### config.mk
export PLATFORM = sky130hd
export DESIGN_NAME = pacc_top
export DESIGN_NICKNAME = d
export VERILOG_FILES = /design/src/pacc_pkg.sv /design/src/pacc_top.sv
export VERILOG_INCLUDE_DIRS = /design/src
export SDC_FILE = /design/constraint.sdc
export NUM_CORES = 1
export LEC_CHECK = 0
export BUFFER_PORTS_ARGS = -buffer_cell sky130_fd_sc_hd__buf_2
export CELL_PAD_IN_SITES_DETAIL_PLACEMENT = 0
export CELL_PAD_IN_SITES_GLOBAL_PLACEMENT = 1
export CORE_UTILIZATION = 40
export DETAILED_ROUTE_END_ITERATION = 8
export PLACE_DENSITY_LB_ADDON = 0.1
export SLEW_MARGIN = 20
export SYNTH_ARGS = -nofsm -noshare
export SYNTH_HDL_FRONTEND = slang
export SYNTH_SLANG_ARGS = --single-unit
### constraint.sdc
create_clock -name CLK -period 2.9 [get_ports CLK]
set_input_delay 0.145 -clock CLK [delete_from_list [all_inputs] [get_ports CLK]]
set_output_delay 0.145 -clock CLK [all_outputs]
set_load 0.03 [all_outputs]
### src/pacc_defines.svh
`ifndef PACC_DEFINES_SVH
`define PACC_DEFINES_SVH

// Register byte addresses (word aligned, Wishbone)
`define PACC_ADDR_CTRL      8'h20
`define PACC_ADDR_COUNT     8'h24
`define PACC_ADDR_STATUS    8'h28
`define PACC_ADDR_MASK      8'h2c
`define PACC_ADDR_CLKSRC    8'h30

// Control register fields
`define PACC_BIT_ENABLE     6
`define PACC_BIT_MODE       5
`define PACC_BIT_EDGE       4
`define PACC_CLK_HI         3
`define PACC_CLK_LO         2
`define PACC_BIT_OVF_IE     1
`define PACC_BIT_INP_IE     0
`define PACC_CTRL_WMASK     8'h7f
`define PACC_CTRL_RESET     8'h00

// Status and mask fields
`define PACC_ST_OVF         1
`define PACC_ST_INP         0
`define PACC_ST_RESET       2'h0
`define PACC_MASK_RESET     2'h3

// Gated mode prescaler: bus clock divided by 64
`define PACC_DIV_LAST       6'h3f
`define PACC_COUNT_RESET    16'h0000
`define PACC_COUNT_MAX      16'hffff
`define PACC_COUNT_ONE      16'h0001

`endif

### src/pacc_pkg.sv
package pacc_pkg;
   // Operating mode of the accumulator
   typedef enum logic [1:0] {
      PACC_OFF,
      PACC_EVENT,
      PACC_GATED
   } pacc_mode_t;

   // Whole state of the block
   typedef struct packed {
      logic [7:0]  ctrl;
      logic [15:0] count;
      logic [1:0]  status;
      logic [1:0]  mask;
      logic [5:0]  div;
      logic        pin_s1;
      logic        pin_s2;
      logic        pin_prev;
      logic        ack;
      logic [31:0] rdata;
      pacc_mode_t  mode;
   } pacc_state_t;
endpackage

### src/pacc_top.sv
// The Wishbone slave port was decided locally.
`timescale 1ns/1ps
`include "pacc_defines.svh"

module pacc_top
   import pacc_pkg::*;
(
   input  wire logic        CLK,           // Bus clock, 50 MHz
   input  wire logic        RSTN,          // Synchronous reset, active low
   input  wire logic        WB_CYC_I,      // Wishbone cycle
   input  wire logic        WB_STB_I,      // Wishbone strobe
   input  wire logic        WB_WE_I,       // Wishbone write enable
   input  wire logic [7:0]  WB_ADR_I,      // Wishbone byte address
   input  wire logic [3:0]  WB_SEL_I,      // Wishbone byte selects
   input  wire logic [31:0] WB_DAT_I,      // Wishbone write data
   output logic      [31:0] WB_DAT_O,      // Wishbone read data
   output logic             WB_ACK_O,      // Wishbone acknowledge
   input  wire logic        CHANNEL_SEVEN_PIN, // Shared channel seven input pin
   input  wire logic        TIMER_ENABLE,  // Main timer enable, not used by accumulator
   output logic [1:0]       TIMER_CLK_SEL, // Timer clock-select field
   output logic             IRQ            // Level interrupt request
);

   pacc_state_t q, d;

   // Bus decode, pin qualifiers and count path
   logic        req;
   logic        wr_ctrl;
   logic        wr_count;
   logic        wr_status;
   logic        wr_mask;
   logic        enabled;
   logic        gate_open;
   logic        edge_hit;
   logic        trail_hit;
   logic        tick;
   logic        wrap;
   logic        pin_rise;
   logic        pin_fall;
   logic [15:0] count_next;
   logic [1:0]  set_bits;

   // Address match helper, used by every write-strobe decode
   function automatic logic hit(input logic [7:0] a, input logic [7:0] reg_addr);
      return a == reg_addr;
   endfunction

   // Byte lane 0 merge for an 8-bit register
   function automatic logic [7:0] lane0(input logic [7:0] old, input logic [31:0] wd,
                                        input logic [3:0] sel);
      return sel[0] ? wd[7:0] : old;
   endfunction

   // Polarity pick shared by edge, gate and trailing-edge decode
   function automatic logic pol_sel(input logic rising_sel,
                                    input logic when_one,
                                    input logic when_zero);
      logic pick;
      if (rising_sel) begin
         pick = when_one;
      end else begin
         pick = when_zero;
      end
      return pick;
   endfunction

   // Write strobe for one register address
   function automatic logic wr_hit(input logic       take,
                                   input logic       we,
                                   input logic [7:0] a,
                                   input logic [7:0] reg_addr);
      return take && we && hit(a, reg_addr);
   endfunction

   // Mode decode; edge and mode bits count for nothing when disabled
   function automatic pacc_mode_t mode_of(input logic en,
                                          input logic gated);
      pacc_mode_t m;
      if (!en) begin
         m = PACC_OFF;
      end else if (gated) begin
         m = PACC_GATED;
      end else begin
         m = PACC_EVENT;
      end
      return m;
   endfunction

   // Divide-by-64 step; holds while the gate is closed
   function automatic logic [6:0] prescale(input logic [5:0] div,
                                           input logic       run);
      logic [6:0] res;
      res = {1'b0, div};
      if (run) begin
         res[5:0] = div + 6'h01;
         res[6]   = (div == `PACC_DIV_LAST);
      end
      return res;
   endfunction

   // Count step: next value and the wrap that sets the overflow flag
   function automatic logic [16:0] count_step(input logic [15:0] count,
                                              input logic        inc);
      logic [16:0] res;
      res = {1'b0, count};
      if (inc) begin
         res[15:0] = count + `PACC_COUNT_ONE;
         res[16]   = (count == `PACC_COUNT_MAX);
      end
      return res;
   endfunction

   // Byte-lane merge of the 16-bit count; lanes 0 and 1 only
   function automatic logic [15:0] lane01(input logic [15:0] old,
                                          input logic [31:0] wd,
                                          input logic [3:0]  sel);
      logic [15:0] merged;
      merged = old;
      if (sel[0]) begin
         merged[7:0] = wd[7:0];
      end
      if (sel[1]) begin
         merged[15:8] = wd[15:8];
      end
      return merged;
   endfunction

   // Sticky flags: write one clears, a same-cycle event still sets
   function automatic logic [1:0] sticky(input logic [1:0] old,
                                         input logic [1:0] wd,
                                         input logic       clr_en,
                                         input logic [1:0] set);
      logic [1:0] kept;
      kept = old;
      if (clr_en) begin
         kept = old & ~wd;
      end
      return kept | set;
   endfunction

   // Read data for one address; holes read zero
   function automatic logic [31:0] read_word(input logic [7:0]  a,
                                             input logic [7:0]  ctrl,
                                             input logic [15:0] count,
                                             input logic [1:0]  status,
                                             input logic [1:0]  mask);
      logic [31:0] word;
      word = '0;
      unique case (a)
         `PACC_ADDR_CTRL:   word = {24'h000000, ctrl};
         `PACC_ADDR_COUNT:  word = {16'h0000, count};
         `PACC_ADDR_STATUS: word = {30'h00000000, status};
         `PACC_ADDR_MASK:   word = {30'h00000000, mask};
         `PACC_ADDR_CLKSRC: word = {30'h00000000, ctrl[`PACC_CLK_HI:`PACC_CLK_LO]};
         default:           word = '0;
      endcase
      return word;
   endfunction

   // Whole-block reset image; bus, pin stages and flags all quiet
   function automatic pacc_state_t reset_state();
      pacc_state_t r;
      r.ctrl     = `PACC_CTRL_RESET;
      r.count    = `PACC_COUNT_RESET;
      r.status   = `PACC_ST_RESET;
      r.mask     = `PACC_MASK_RESET;
      r.div      = '0;
      r.pin_s1   = 1'b0;
      r.pin_s2   = 1'b0;
      r.pin_prev = 1'b0;
      r.ack      = 1'b0;
      r.rdata    = '0;
      r.mode     = PACC_OFF;
      return r;
   endfunction

   // Timer enable has no say over the accumulator
   logic unused_ten;
   assign unused_ten = TIMER_ENABLE;

   always_comb begin
      d = q;

      // Bus strobes; one-cycle ack, dropped the cycle after
      req       = WB_CYC_I && WB_STB_I && !q.ack;
      wr_ctrl   = wr_hit(req, WB_WE_I, WB_ADR_I, `PACC_ADDR_CTRL);
      wr_count  = wr_hit(req, WB_WE_I, WB_ADR_I, `PACC_ADDR_COUNT);
      wr_status = wr_hit(req, WB_WE_I, WB_ADR_I, `PACC_ADDR_STATUS);
      wr_mask   = wr_hit(req, WB_WE_I, WB_ADR_I, `PACC_ADDR_MASK);

      // Pin synchroniser: only the second stage and its delayed copy pin_prev are looked at
      d.pin_s1   = CHANNEL_SEVEN_PIN;
      d.pin_s2   = q.pin_s1;
      d.pin_prev = q.pin_s2;
      pin_rise   = q.pin_s2 && !q.pin_prev;
      pin_fall   = !q.pin_s2 && q.pin_prev;

      // Mode decode; edge and mode bits count for nothing when disabled
      enabled = q.ctrl[`PACC_BIT_ENABLE];
      d.mode  = mode_of(enabled, q.ctrl[`PACC_BIT_MODE]);

      // Event and gate qualifiers, per edge-control polarity
      edge_hit  = pol_sel(q.ctrl[`PACC_BIT_EDGE], pin_rise, pin_fall);
      gate_open = pol_sel(q.ctrl[`PACC_BIT_EDGE], !q.pin_s2, q.pin_s2);
      trail_hit = pol_sel(q.ctrl[`PACC_BIT_EDGE], pin_rise, pin_fall);

      // Divide-by-64 prescaler runs only while the gate is open
      {tick, d.div} = prescale(q.div,
                               q.mode == PACC_GATED && gate_open);
      if (q.mode != PACC_GATED) begin
         d.div = '0;
      end

      // Count increment source
      set_bits = 2'h0;
      wrap     = 1'b0;
      unique case (q.mode)
         PACC_EVENT: begin
            {wrap, d.count} = count_step(q.count, edge_hit);
         end
         PACC_GATED: begin
            {wrap, d.count} = count_step(q.count, tick);
            set_bits[`PACC_ST_INP] = trail_hit;
         end
         PACC_OFF: begin
            d.count = q.count;
         end
      endcase
      set_bits[`PACC_ST_OVF] = wrap;

      // Software write of the count wins over an increment
      count_next = d.count;
      if (wr_count) begin
         count_next = lane01(d.count, WB_DAT_I, WB_SEL_I);
      end
      d.count = count_next;

      // Control register writable any time; bit 7 held at zero
      if (wr_ctrl) begin
         d.ctrl = lane0(q.ctrl, WB_DAT_I, WB_SEL_I) & `PACC_CTRL_WMASK;
      end

      // Sticky flags: write one clears, a new event beats the clear
      d.status = sticky(q.status,
                        WB_DAT_I[1:0],
                        wr_status && WB_SEL_I[0],
                        set_bits);

      // Mask register, same layout as status
      if (wr_mask && WB_SEL_I[0]) begin
         d.mask = WB_DAT_I[1:0];
      end

      // Read mux, unmapped addresses read zero
      d.ack   = req;
      d.rdata = '0;
      if (req && !WB_WE_I) begin
         d.rdata = read_word(WB_ADR_I,
                             q.ctrl,
                             q.count,
                             q.status,
                             q.mask);
      end

      // Reset values
      if (!RSTN) begin
         d = reset_state();
      end
   end

   // Single register stage for the whole state
   always_ff @(posedge CLK) begin
      q <= d;
   end

   // Outputs
   assign WB_DAT_O      = q.rdata;
   assign WB_ACK_O      = q.ack;
   assign TIMER_CLK_SEL = q.ctrl[`PACC_CLK_HI:`PACC_CLK_LO];
   // Interrupt: flag and its enable bit, further gated by the mask register
   logic [1:0] src_flag;
   logic [1:0] src_en;
   logic [1:0] src_req;
   assign src_flag = q.status;
   assign src_en   = {q.ctrl[`PACC_BIT_OVF_IE], q.ctrl[`PACC_BIT_INP_IE]};
   genvar gi;
   generate
      for (gi = 0; gi < $bits(src_req); gi++) begin : g_irq
         assign src_req[gi] = src_flag[gi] && src_en[gi] && q.mask[gi];
      end
   endgenerate
   assign IRQ = |src_req;

endmodule // pacc_top

==> impl_metrics.env, run 1 <==
export IMPL_run_status="complete, no violations"
export IMPL_synth_area_leader_cell="dfxtp_1"
export IMPL_drv_cap=0
export IMPL_grt_pass1_vias=2107
export IMPL_hpwl_um=5110
export IMPL_dieArea_mm2=0.00750
export IMPL_slew_headroom_pct=59.6
export IMPL_antenna_found_initial=0
export IMPL_seq_area_mm2=0.00110
export IMPL_most_common_layout_cells="55 x dfxtp_1, 51 x buf_2, 33 x nand2_1"
export IMPL_worstPathCellList="inv_1 > ha_1 > nand2_1 > or4_1 > nand2_8 > or4b_1 > o211ai_1"
export IMPL_grt_max_degree=25
export IMPL_n_antenna_cell=0
export IMPL_clkSinkCount=55
export IMPL_multi_input_area_mm2=0.00150
export IMPL_rsz0062_at_grt="false"
export IMPL_drive_gt1_share_pct=21.7
export IMPL_start_util_pct=41.7
export IMPL_yosysWarnings=0
export IMPL_io_pins=87
export IMPL_holdBufCountCts=0
export IMPL_fin_crit_ns=2.35
export IMPL_layout_commonest_cell="dfxtp_1"
export IMPL_slowest_delay_ns=0.76
export IMPL_gp_congestion=0.799
export IMPL_dr_total_vias=2399
export IMPL_yosysUniqueCellTypes=54
export IMPL_async_flop_share_pct=0
export IMPL_final_util_pct=45.9
export IMPL_hold_path_class="input pin to flip-flop"
export IMPL_cts_resized=0
export IMPL_finalClockSkew_ns=0.00911
export IMPL_drtIter0Drc=136
export IMPL_cts_buffers=5
export IMPL_max_vdd_ir_drop_uv=198
export IMPL_yosys_most_used_dff="dfxtp_1"
export IMPL_grt_pass1_wl_um=10800
export IMPL_drc_errors=0
export IMPL_crit_path_end_kind="flip-flop"
export IMPL_fin_crit_sh_pct=81.1
export IMPL_fmax_mhz=425
export IMPL_wl_per_cell_um=14.5
export IMPL_cts_htree_levels=2
export IMPL_leakage_nw=1.23
export IMPL_synth_top_area_share_pct=38.5
export IMPL_slew_viol_final=0
export IMPL_drtPass1Iterations=4
export IMPL_area_growth_pct=10.1
export IMPL_yosysSeqAreaShare_pct=38.5
export IMPL_fin_nets=424
export IMPL_wl_um=6730
export IMPL_core_area_mm2=0.00687
export IMPL_path_clk_slew_ns=0.10
export IMPL_rrSetupSlack_ns=0.55
export IMPL_cts_tree="yes"
export IMPL_grt_ovfl_total=0
export IMPL_postCtsSetupBuffers=0
export IMPL_power_density_mw_per_mm2=440
export IMPL_fillers=708
export IMPL_syn_area_mm2=0.00286
export IMPL_required_ns=3.15
export IMPL_finalHoldViolCount=0
export IMPL_synth_seq_cells=55
export IMPL_cp_arrival_ns=2.60
export IMPL_worstMarginPinSlew_ns=0.602
export IMPL_rows=30
export IMPL_synthTopCellsByArea="dfxtp_1 38%, buf_4 8.9%, nand2_1 4.3%"
export IMPL_tns_ns=0
export IMPL_crit_path_max_fanout=9
export IMPL_critPathLaunchType="flip-flop"
export IMPL_crit_type="flip-flop to flip-flop"
export IMPL_grt_usage_pct=18.5
export IMPL_crit_buf_inv=1
export IMPL_cp_top_family="simple AND/OR/NAND/NOR gates"
export IMPL_ctsRootBufferMaster="clkbuf_8"
export IMPL_worstSkewPairLatency_ns=0.31
export IMPL_cts_buffer_depth=2
export IMPL_fp_dieH_um=86.6
export IMPL_ant_nets=0
export IMPL_syn_avg_cell_area_um2=8.57
export IMPL_slowest_stage="or4_1"
export IMPL_synthCells=334
export IMPL_avgViaCountPerCell=5.16
export IMPL_die_x_um=86.6
export IMPL_setup_viol=0
export IMPL_io_buffers=51
export IMPL_synth_edf_count=0
routing by layer:
layer / routed length (um) / vias to the layer above / track usage (%)
met3: 325 / 5 / 2.95
met2: 2850 / 70 / 28.1
li1: - / 1224 / -
met1: 3500 / 1100 / 27.4
met4: 59 / 0 / 4.09
met5: 0 / - / 0
path summary, 6_finish.rpt:
path	cells past startpoint	from	to
setup reg to reg	7	q[0]	q[58]
hold / removal	2	CHANNEL_SEVEN_PIN	q[37]
hold reg to reg	1	q[37]	q[36]
setup / recovery	7	q[0]	q[58]
sequential cells by signal (all words and copies together) (netlist names):
name / cells
q: 33
WB_DAT_O: 16
TIMER_CLK_SEL: 2
src_flag: 2
WB_ACK_O: 1
enabled: 1
power by group:
group | switching (mW) | internal (mW)
Sequential | 0.00119 | 0.757
Clock | 0.255 | 0.280
Combinational | 0.0647 | 0.0289
worst reg2reg max path, stage by stage, from the launching register on:
cell	delay (ns)
dfxtp_1	0.33
inv_1	0.08
ha_1	0.29
nand2_1	0.13
or4_1	0.76
nand2_8	0.19
or4b_1	0.44
o211ai_1	0.09
logic make-up after synthesis:
| family | count (synthesis) | synth area share (%) |
|---|---|---|
| simple gates | 140 | 27.3 |
| compound gates | 67 | 15.2 |
| flops | 55 | 38.5 |
| buf+inv | 50 | 11.4 |
| xor+xnor | 8 | 2.45 |
| mux | 8 | 2.97 |
| fa+ha+maj | 5 | 2.19 |
| other cells | 1 | 0.131 |
cell usage after synthesis (5+ instances only):
cell type   n
buf_4      34
and3_1     12
nor2_1     23
nand2_1    33
nand4_1     5
dfxtp_1    55
clkbuf_1    7
nor3_1      7
nand3_1    23
a21oi_1    22
a22oi_1     9
o21ai_0    14
ha_1        5
xnor2_1     5
and2_1      6
inv_1       6
final cells by class:
class	count	share of cell area, %
sequential	55	34.9
tap	96	3.81
multi-input combinational	244	47.5
inverter	6	0.714
timing repair buffer	56	9.29
clock inverter	2	1.11
clock buffer	6	2.62
stage by stage:
stage / hold slack [ns] / std cells / worst slack (ns) / power, mW / instance area, um2
2_1_floorplan: 0.270 / 349 / 0.890 / 0.847 / 2920
3_3_place_gp: 0.352 / 457 / 0.573 / 0.870 / 3040
3_5_place_dp: 0.358 / 457 / 0.567 / 0.869 / 3040
4_1_cts: 0.0274 / 465 / 0.539 / 1.40 / 3150
5_1_grt: 0.0165 / 465 / 0.417 / 1.44 / 3150
6_report: 0.0389 / 465 / 0.548 / 1.39 / 3150
Power figures use the tool's default switching activity.
==> inputs of run 2 (changes only) <==
Settings changed: CORE_UTILIZATION 40 to 37.
Clock period 2.9 ns to 2.35 ns, I/O delays scaled along.
==> run 2 against run 1 <==
Clock skew decreased by 0.0047 ns. Sequential share of layout area decreased by 0.45 points. Combinational power increased by 25%. Critical endpoint unchanged. Highest routed layer unchanged.
==> impl_metrics.env, run 2 (synthesized netlist as in run 1, its figures left out) <==
export IMPL_hold_start="CHANNEL_SEVEN_PIN"
export IMPL_power_density_mw_per_mm2=536
export IMPL_crit_buf_inv=0
export IMPL_drc_errors=0
export IMPL_gp_congestion=0.784
export IMPL_fmax_mhz=450
export IMPL_cp_top_family="simple AND/OR/NAND/NOR gates"
export IMPL_layout_commonest_cell="dfxtp_1"
export IMPL_worstSkewPairLatency_ns=0.31
export IMPL_hold_path_depth=2
export IMPL_cp_arrival_ns=2.46
export IMPL_path_clk_slew_ns=0.10
export IMPL_tns_ns=0
export IMPL_io_pins=87
export IMPL_cts_tree="yes"
export IMPL_hpwl_um=5400
export IMPL_cts_htree_levels=2
export IMPL_dieArea_mm2=0.00809
export IMPL_hold_path_class="input pin to flip-flop"
export IMPL_crit_reg2reg_launch="q[68]"
export IMPL_grt_usage_pct=18.4
export IMPL_crit_path_max_fanout=6
export IMPL_die_x_um=90.0
export IMPL_run_status="complete, no violations"
export IMPL_finalClockSkew_ns=0.00440
export IMPL_largest_reg_flops=33
export IMPL_drtPass1Iterations=4
export IMPL_cts_buffer_depth=2
export IMPL_crit_start="q[68]"
export IMPL_reg2reg_to="q[58]"
export IMPL_antenna_found_initial=0
export IMPL_n_antenna_cell=0
export IMPL_fin_crit_sh_pct=94.6
export IMPL_required_ns=2.59
export IMPL_rsz0062_at_grt="false"
export IMPL_crit_path_end_kind="flip-flop"
export IMPL_r2r_cells=5
export IMPL_fp_dieH_um=90.0
export IMPL_ctsRootBufferMaster="clkbuf_8"
export IMPL_dr_total_vias=2449
export IMPL_start_util_pct=38.8
export IMPL_largest_register="q"
export IMPL_wl_met1_um=3580
export IMPL_slew_viol_final=0
export IMPL_rrSetupSlack_ns=0.13
export IMPL_highest_layer="met4"
export IMPL_fillers=774
export IMPL_route_met2_wl_um=3080
export IMPL_crit_type="flip-flop to flip-flop"
export IMPL_slowest_stage="or4_1"
export IMPL_drv_cap=0
export IMPL_avgViaCountPerCell=5.18
export IMPL_critPathLaunchType="flip-flop"
export IMPL_slew_headroom_pct=62.2
export IMPL_stdcell_count=473
export IMPL_ant_nets=0
export IMPL_drive_gt1_share_pct=22.7
export IMPL_drtIter0Drc=135
export IMPL_slowest_delay_ns=0.81
export IMPL_min_to="q[37]"
export IMPL_grt_pass1_wl_um=11900
export IMPL_wl_um=7150
export IMPL_clkSinkCount=55
export IMPL_grt_max_degree=25
export IMPL_fin_crit_ns=2.22
export IMPL_wl_met3_um=447
export IMPL_area_growth_pct=11.6
export IMPL_grt_ovfl_total=0
export IMPL_postCtsSetupBuffers=0
export IMPL_holdBufCountCts=0
export IMPL_leakage_nw=1.25
export IMPL_max_vdd_ir_drop_uv=197
export IMPL_worstMarginPinSlew_ns=0.565
export IMPL_wl_per_cell_um=15.1
export IMPL_core_area_mm2=0.00737
export IMPL_finalHoldViolCount=0
export IMPL_cts_buffers=5
export IMPL_cts_resized=0
export IMPL_setup_viol=0
export IMPL_rows=31
export IMPL_most_common_layout_cells="55 x dfxtp_1, 51 x buf_2, 33 x nand2_1"
export IMPL_dp_cells=465
export IMPL_grt_pass1_vias=2293
export IMPL_fin_nets=429
export IMPL_worstPathCellList="xnor2_1 > or4_1 > nand2_8 > or4b_1 > o211ai_1"
export IMPL_io_buffers=51
## run 2: cell types whose count changed in the layout (fill, tap and decap cells not counted), sizes merged
cell,previous run,this run
buf,56,61
## run 2: cell type report
type                            count  area [um2]  share of cell area, %
Tap cell                           99         124                   3.88
Inverter                            6        22.5                  0.705
Clock buffer                        6        82.6                   2.59
Clock inverter                      2        35.0                   1.10
Sequential cell                    55        1100                   34.5
Multi-Input combinational cell    244        1500                   46.9
Timing Repair Buffer               61         330                   10.3
## run 2: per-layer routing
layer  global-route usage [%]  vias to the layer above
met3                     3.64                        2
met2                     27.5                       92
li1                         -                     1231
met5                        0                        -
met4                     4.70                        0
met1                     27.1                     1124
## run 2: through the flow
step                      setup slack [ns]  hold WS, ns  instance area (um2)  power [mW]  util, %
after floorplan                      0.340        0.243                 2920        1.04        -
after global placement               0.166        0.331                 3080        1.07     41.7
after detailed placement             0.143        0.334                 3080        1.07     41.7
after CTS                            0.129      0.00254                 3190        1.73     43.3
after global routing                0.0151      0.00942                 3190        1.77     43.3
final                                0.127      0.00808                 3190        1.71     43.3
## run 2: worst max path at each step
stage	end	slack (ns)	cells past startpoint
6_report	q[58]	0.13	5
5_1_grt	q[58]	0.02	5
4_1_cts	q[58]	0.13	5
3_5_place_dp	q[59]	0.14	5
3_3_place_gp	q[59]	0.17	5
2_1_floorplan	q[58]	0.34	8
## run 2: power by group
group / internal, mW / leakage, nW / switching, mW / total (mW)
registers: 0.934 / 0.443 / 0.00139 / 0.935
clock network: 0.345 / 0.0612 / 0.314 / 0.660
logic: 0.0357 / 0.750 / 0.0815 / 0.117
==> inputs of run 3 (changes only) <==
Settings changed: BUFFER_PORTS_ARGS -buffer_cell sky130_fd_sc_hd__buf_2 to -buffer_cell sky130_fd_sc_hd__buf_4.
==> run 3 against run 2 <==
Sequential share of layout area fell by 1.3 points. Register-to-register slack improved by 0.08 ns. Sequential power barely moved. Final area rose by 4.0%. First-iteration DRC count rose by 8.1%.
==> impl_metrics.env, run 3 (synthesized netlist as in run 1, its figures left out) <==
export IMPL_run_status="complete, no violations"
export IMPL_ant_nets=0
export IMPL_fillers=752
export IMPL_cts_resized=0
export IMPL_grt_ovfl_total=0
export IMPL_drc_errors=0
export IMPL_grt_max_degree=26
export IMPL_endpoint="q[58]"
export IMPL_slowest_stage="or3b_2"
export IMPL_dr_total_vias=2436
export IMPL_slew_headroom_pct=62.7
export IMPL_gp_congestion=0.831
export IMPL_crit_type="flip-flop to flip-flop"
export IMPL_placed_area_mm2=0.00320
export IMPL_slew_viol_final=0
export IMPL_crit_start="q[68]"
export IMPL_fp_dieH_um=90.0
export IMPL_multi_input_area_mm2=0.00150
export IMPL_largest_register="q"
export IMPL_whs_ns=0.0166
export IMPL_critPathLaunchType="flip-flop"
export IMPL_r2r_cells=5
export IMPL_postCtsSetupBuffers=0
export IMPL_n_antenna_cell=0
export IMPL_avgViaCountPerCell=5.15
export IMPL_slowest_delay_ns=0.52
export IMPL_required_ns=2.59
export IMPL_fin_crit_sh_pct=91.3
export IMPL_crit_path_end_kind="flip-flop"
export IMPL_cts_tree="yes"
export IMPL_hpwl_um=5270
export IMPL_grt_pass1_wl_um=11400
export IMPL_ctsRootBufferMaster="clkbuf_8"
export IMPL_clkSinkCount=55
export IMPL_grt_usage_pct=17.8
export IMPL_crit_buf_inv=0
export IMPL_hold_path_class="input pin to flip-flop"
export IMPL_cts_htree_levels=2
export IMPL_finalHoldViolCount=0
export IMPL_finalClockSkew_ns=0.00985
export IMPL_io_pins=87
export IMPL_cp_arrival_ns=2.39
export IMPL_seq_area_mm2=0.00110
export IMPL_layout_commonest_cell="buf_4"
export IMPL_tns_ns=0
export IMPL_dieArea_mm2=0.00809
export IMPL_rrSetupSlack_ns=0.20
export IMPL_worstMarginPinSlew_ns=0.558
export IMPL_io_buffers=51
export IMPL_wl_per_cell_um=14.9
export IMPL_power_density_mw_per_mm2=519
export IMPL_grt_pass1_vias=2220
export IMPL_path_clk_slew_ns=0.10
export IMPL_cts_buffer_depth=2
export IMPL_holdBufCountCts=0
export IMPL_die_x_um=90.0
export IMPL_largest_reg_flops=33
export IMPL_crit_cells=5
export IMPL_fin_nets=429
export IMPL_reg2reg_to="q[58]"
export IMPL_drive_gt1_share_pct=22.7
export IMPL_crit_path_max_fanout=9
export IMPL_area_growth_pct=16.0
export IMPL_worstSkewPairLatency_ns=0.31
export IMPL_start_util_pct=38.8
export IMPL_cp_top_family="simple AND/OR/NAND/NOR gates"
export IMPL_antenna_found_initial=0
export IMPL_drtPass1Iterations=4
export IMPL_fmax_mhz=466
export IMPL_rows=31
export IMPL_max_vdd_ir_drop_uv=243
export IMPL_most_common_layout_cells="61 x buf_4, 55 x dfxtp_1, 33 x nand2_1"
export IMPL_finalInstanceArea_mm2=0.00332
export IMPL_leakage_nw=1.28
export IMPL_drv_cap=0
export IMPL_drtIter0Drc=146
export IMPL_core_area_mm2=0.00737
export IMPL_worstPathCellList="or3b_2 > a211o_1 > nand2_8 > or4b_1 > o211ai_1"
export IMPL_cts_buffers=5
export IMPL_wl_um=7060
export IMPL_fin_crit_ns=2.15
export IMPL_crit_reg2reg_launch="q[68]"
export IMPL_setup_viol=0
export IMPL_rsz0062_at_grt="false"
-- run 3: cell count changes in the layout (fill, tap and decap cells not counted) --
cell	previous run	this run
buf_2	51	0
buf_4	10	61
-- run 3: metal layers --
layer / routed length, um / up-vias / global-route usage [%] / part of all wire, %
li1: - / 1232 / - / -
met1: 3740 / 1129 / 26.6 / 53
met2: 2900 / 69 / 26.2 / 41
met3: 350 / 6 / 3.13 / 5.0
met4: 73 / 0 / 4.84 / 1.0
met5: 0 / - / 0 / 0
-- run 3: worst min path at each step --
stage                                 start     to  slack [ns]  cells after the start
final                     CHANNEL_SEVEN_PIN  q[37]        0.02                      2
after global routing      CHANNEL_SEVEN_PIN  q[37]       0.007                      2
after CTS                 CHANNEL_SEVEN_PIN  q[37]       0.008                      2
after detailed placement  CHANNEL_SEVEN_PIN  q[37]        0.34                      2
after global placement    CHANNEL_SEVEN_PIN  q[37]        0.33                      2
after floorplan                 WB_DAT_I[0]  q[44]        0.24                      2
-- run 3: worst reg2reg max path: stages, from the launching register on --
cell and delay, ns:
dfxtp_1 0.38, or3b_2 0.52, a211o_1 0.48, nand2_8 0.17, or4b_1 0.44, o211ai_1 0.09
-- run 3: final cells by class --
class	count	area share [%]
clock buffers	6	2.49
flip-flops and latches	55	33.1
repair buffers	61	13.8
well taps	99	3.73
clock inverters	2	1.05
inverters	6	0.678
multi-input cells	244	45.1
-- run 3: stage by stage --
stage / util, % / std cells / total power, mW / setup slack, ns
final: 45.1 / 473 / 1.72 / 0.204
after global routing: 45.1 / 473 / 1.80 / 0.0833
after CTS: 45.1 / 473 / 1.75 / 0.205
after detailed placement: 43.5 / 465 / 1.09 / 0.228
after global placement: 43.5 / 465 / 1.09 / 0.247
after floorplan: - / 349 / 1.04 / 0.340
-- run 3: report_power, final --
part | switching (mW) | leakage (nW) | internal (mW)
clock network | 0.311 | 0.0612 | 0.345
registers | 0.00152 | 0.443 | 0.934
logic | 0.0813 | 0.772 | 0.0504
total | 0.394 | 1.28 | 1.33
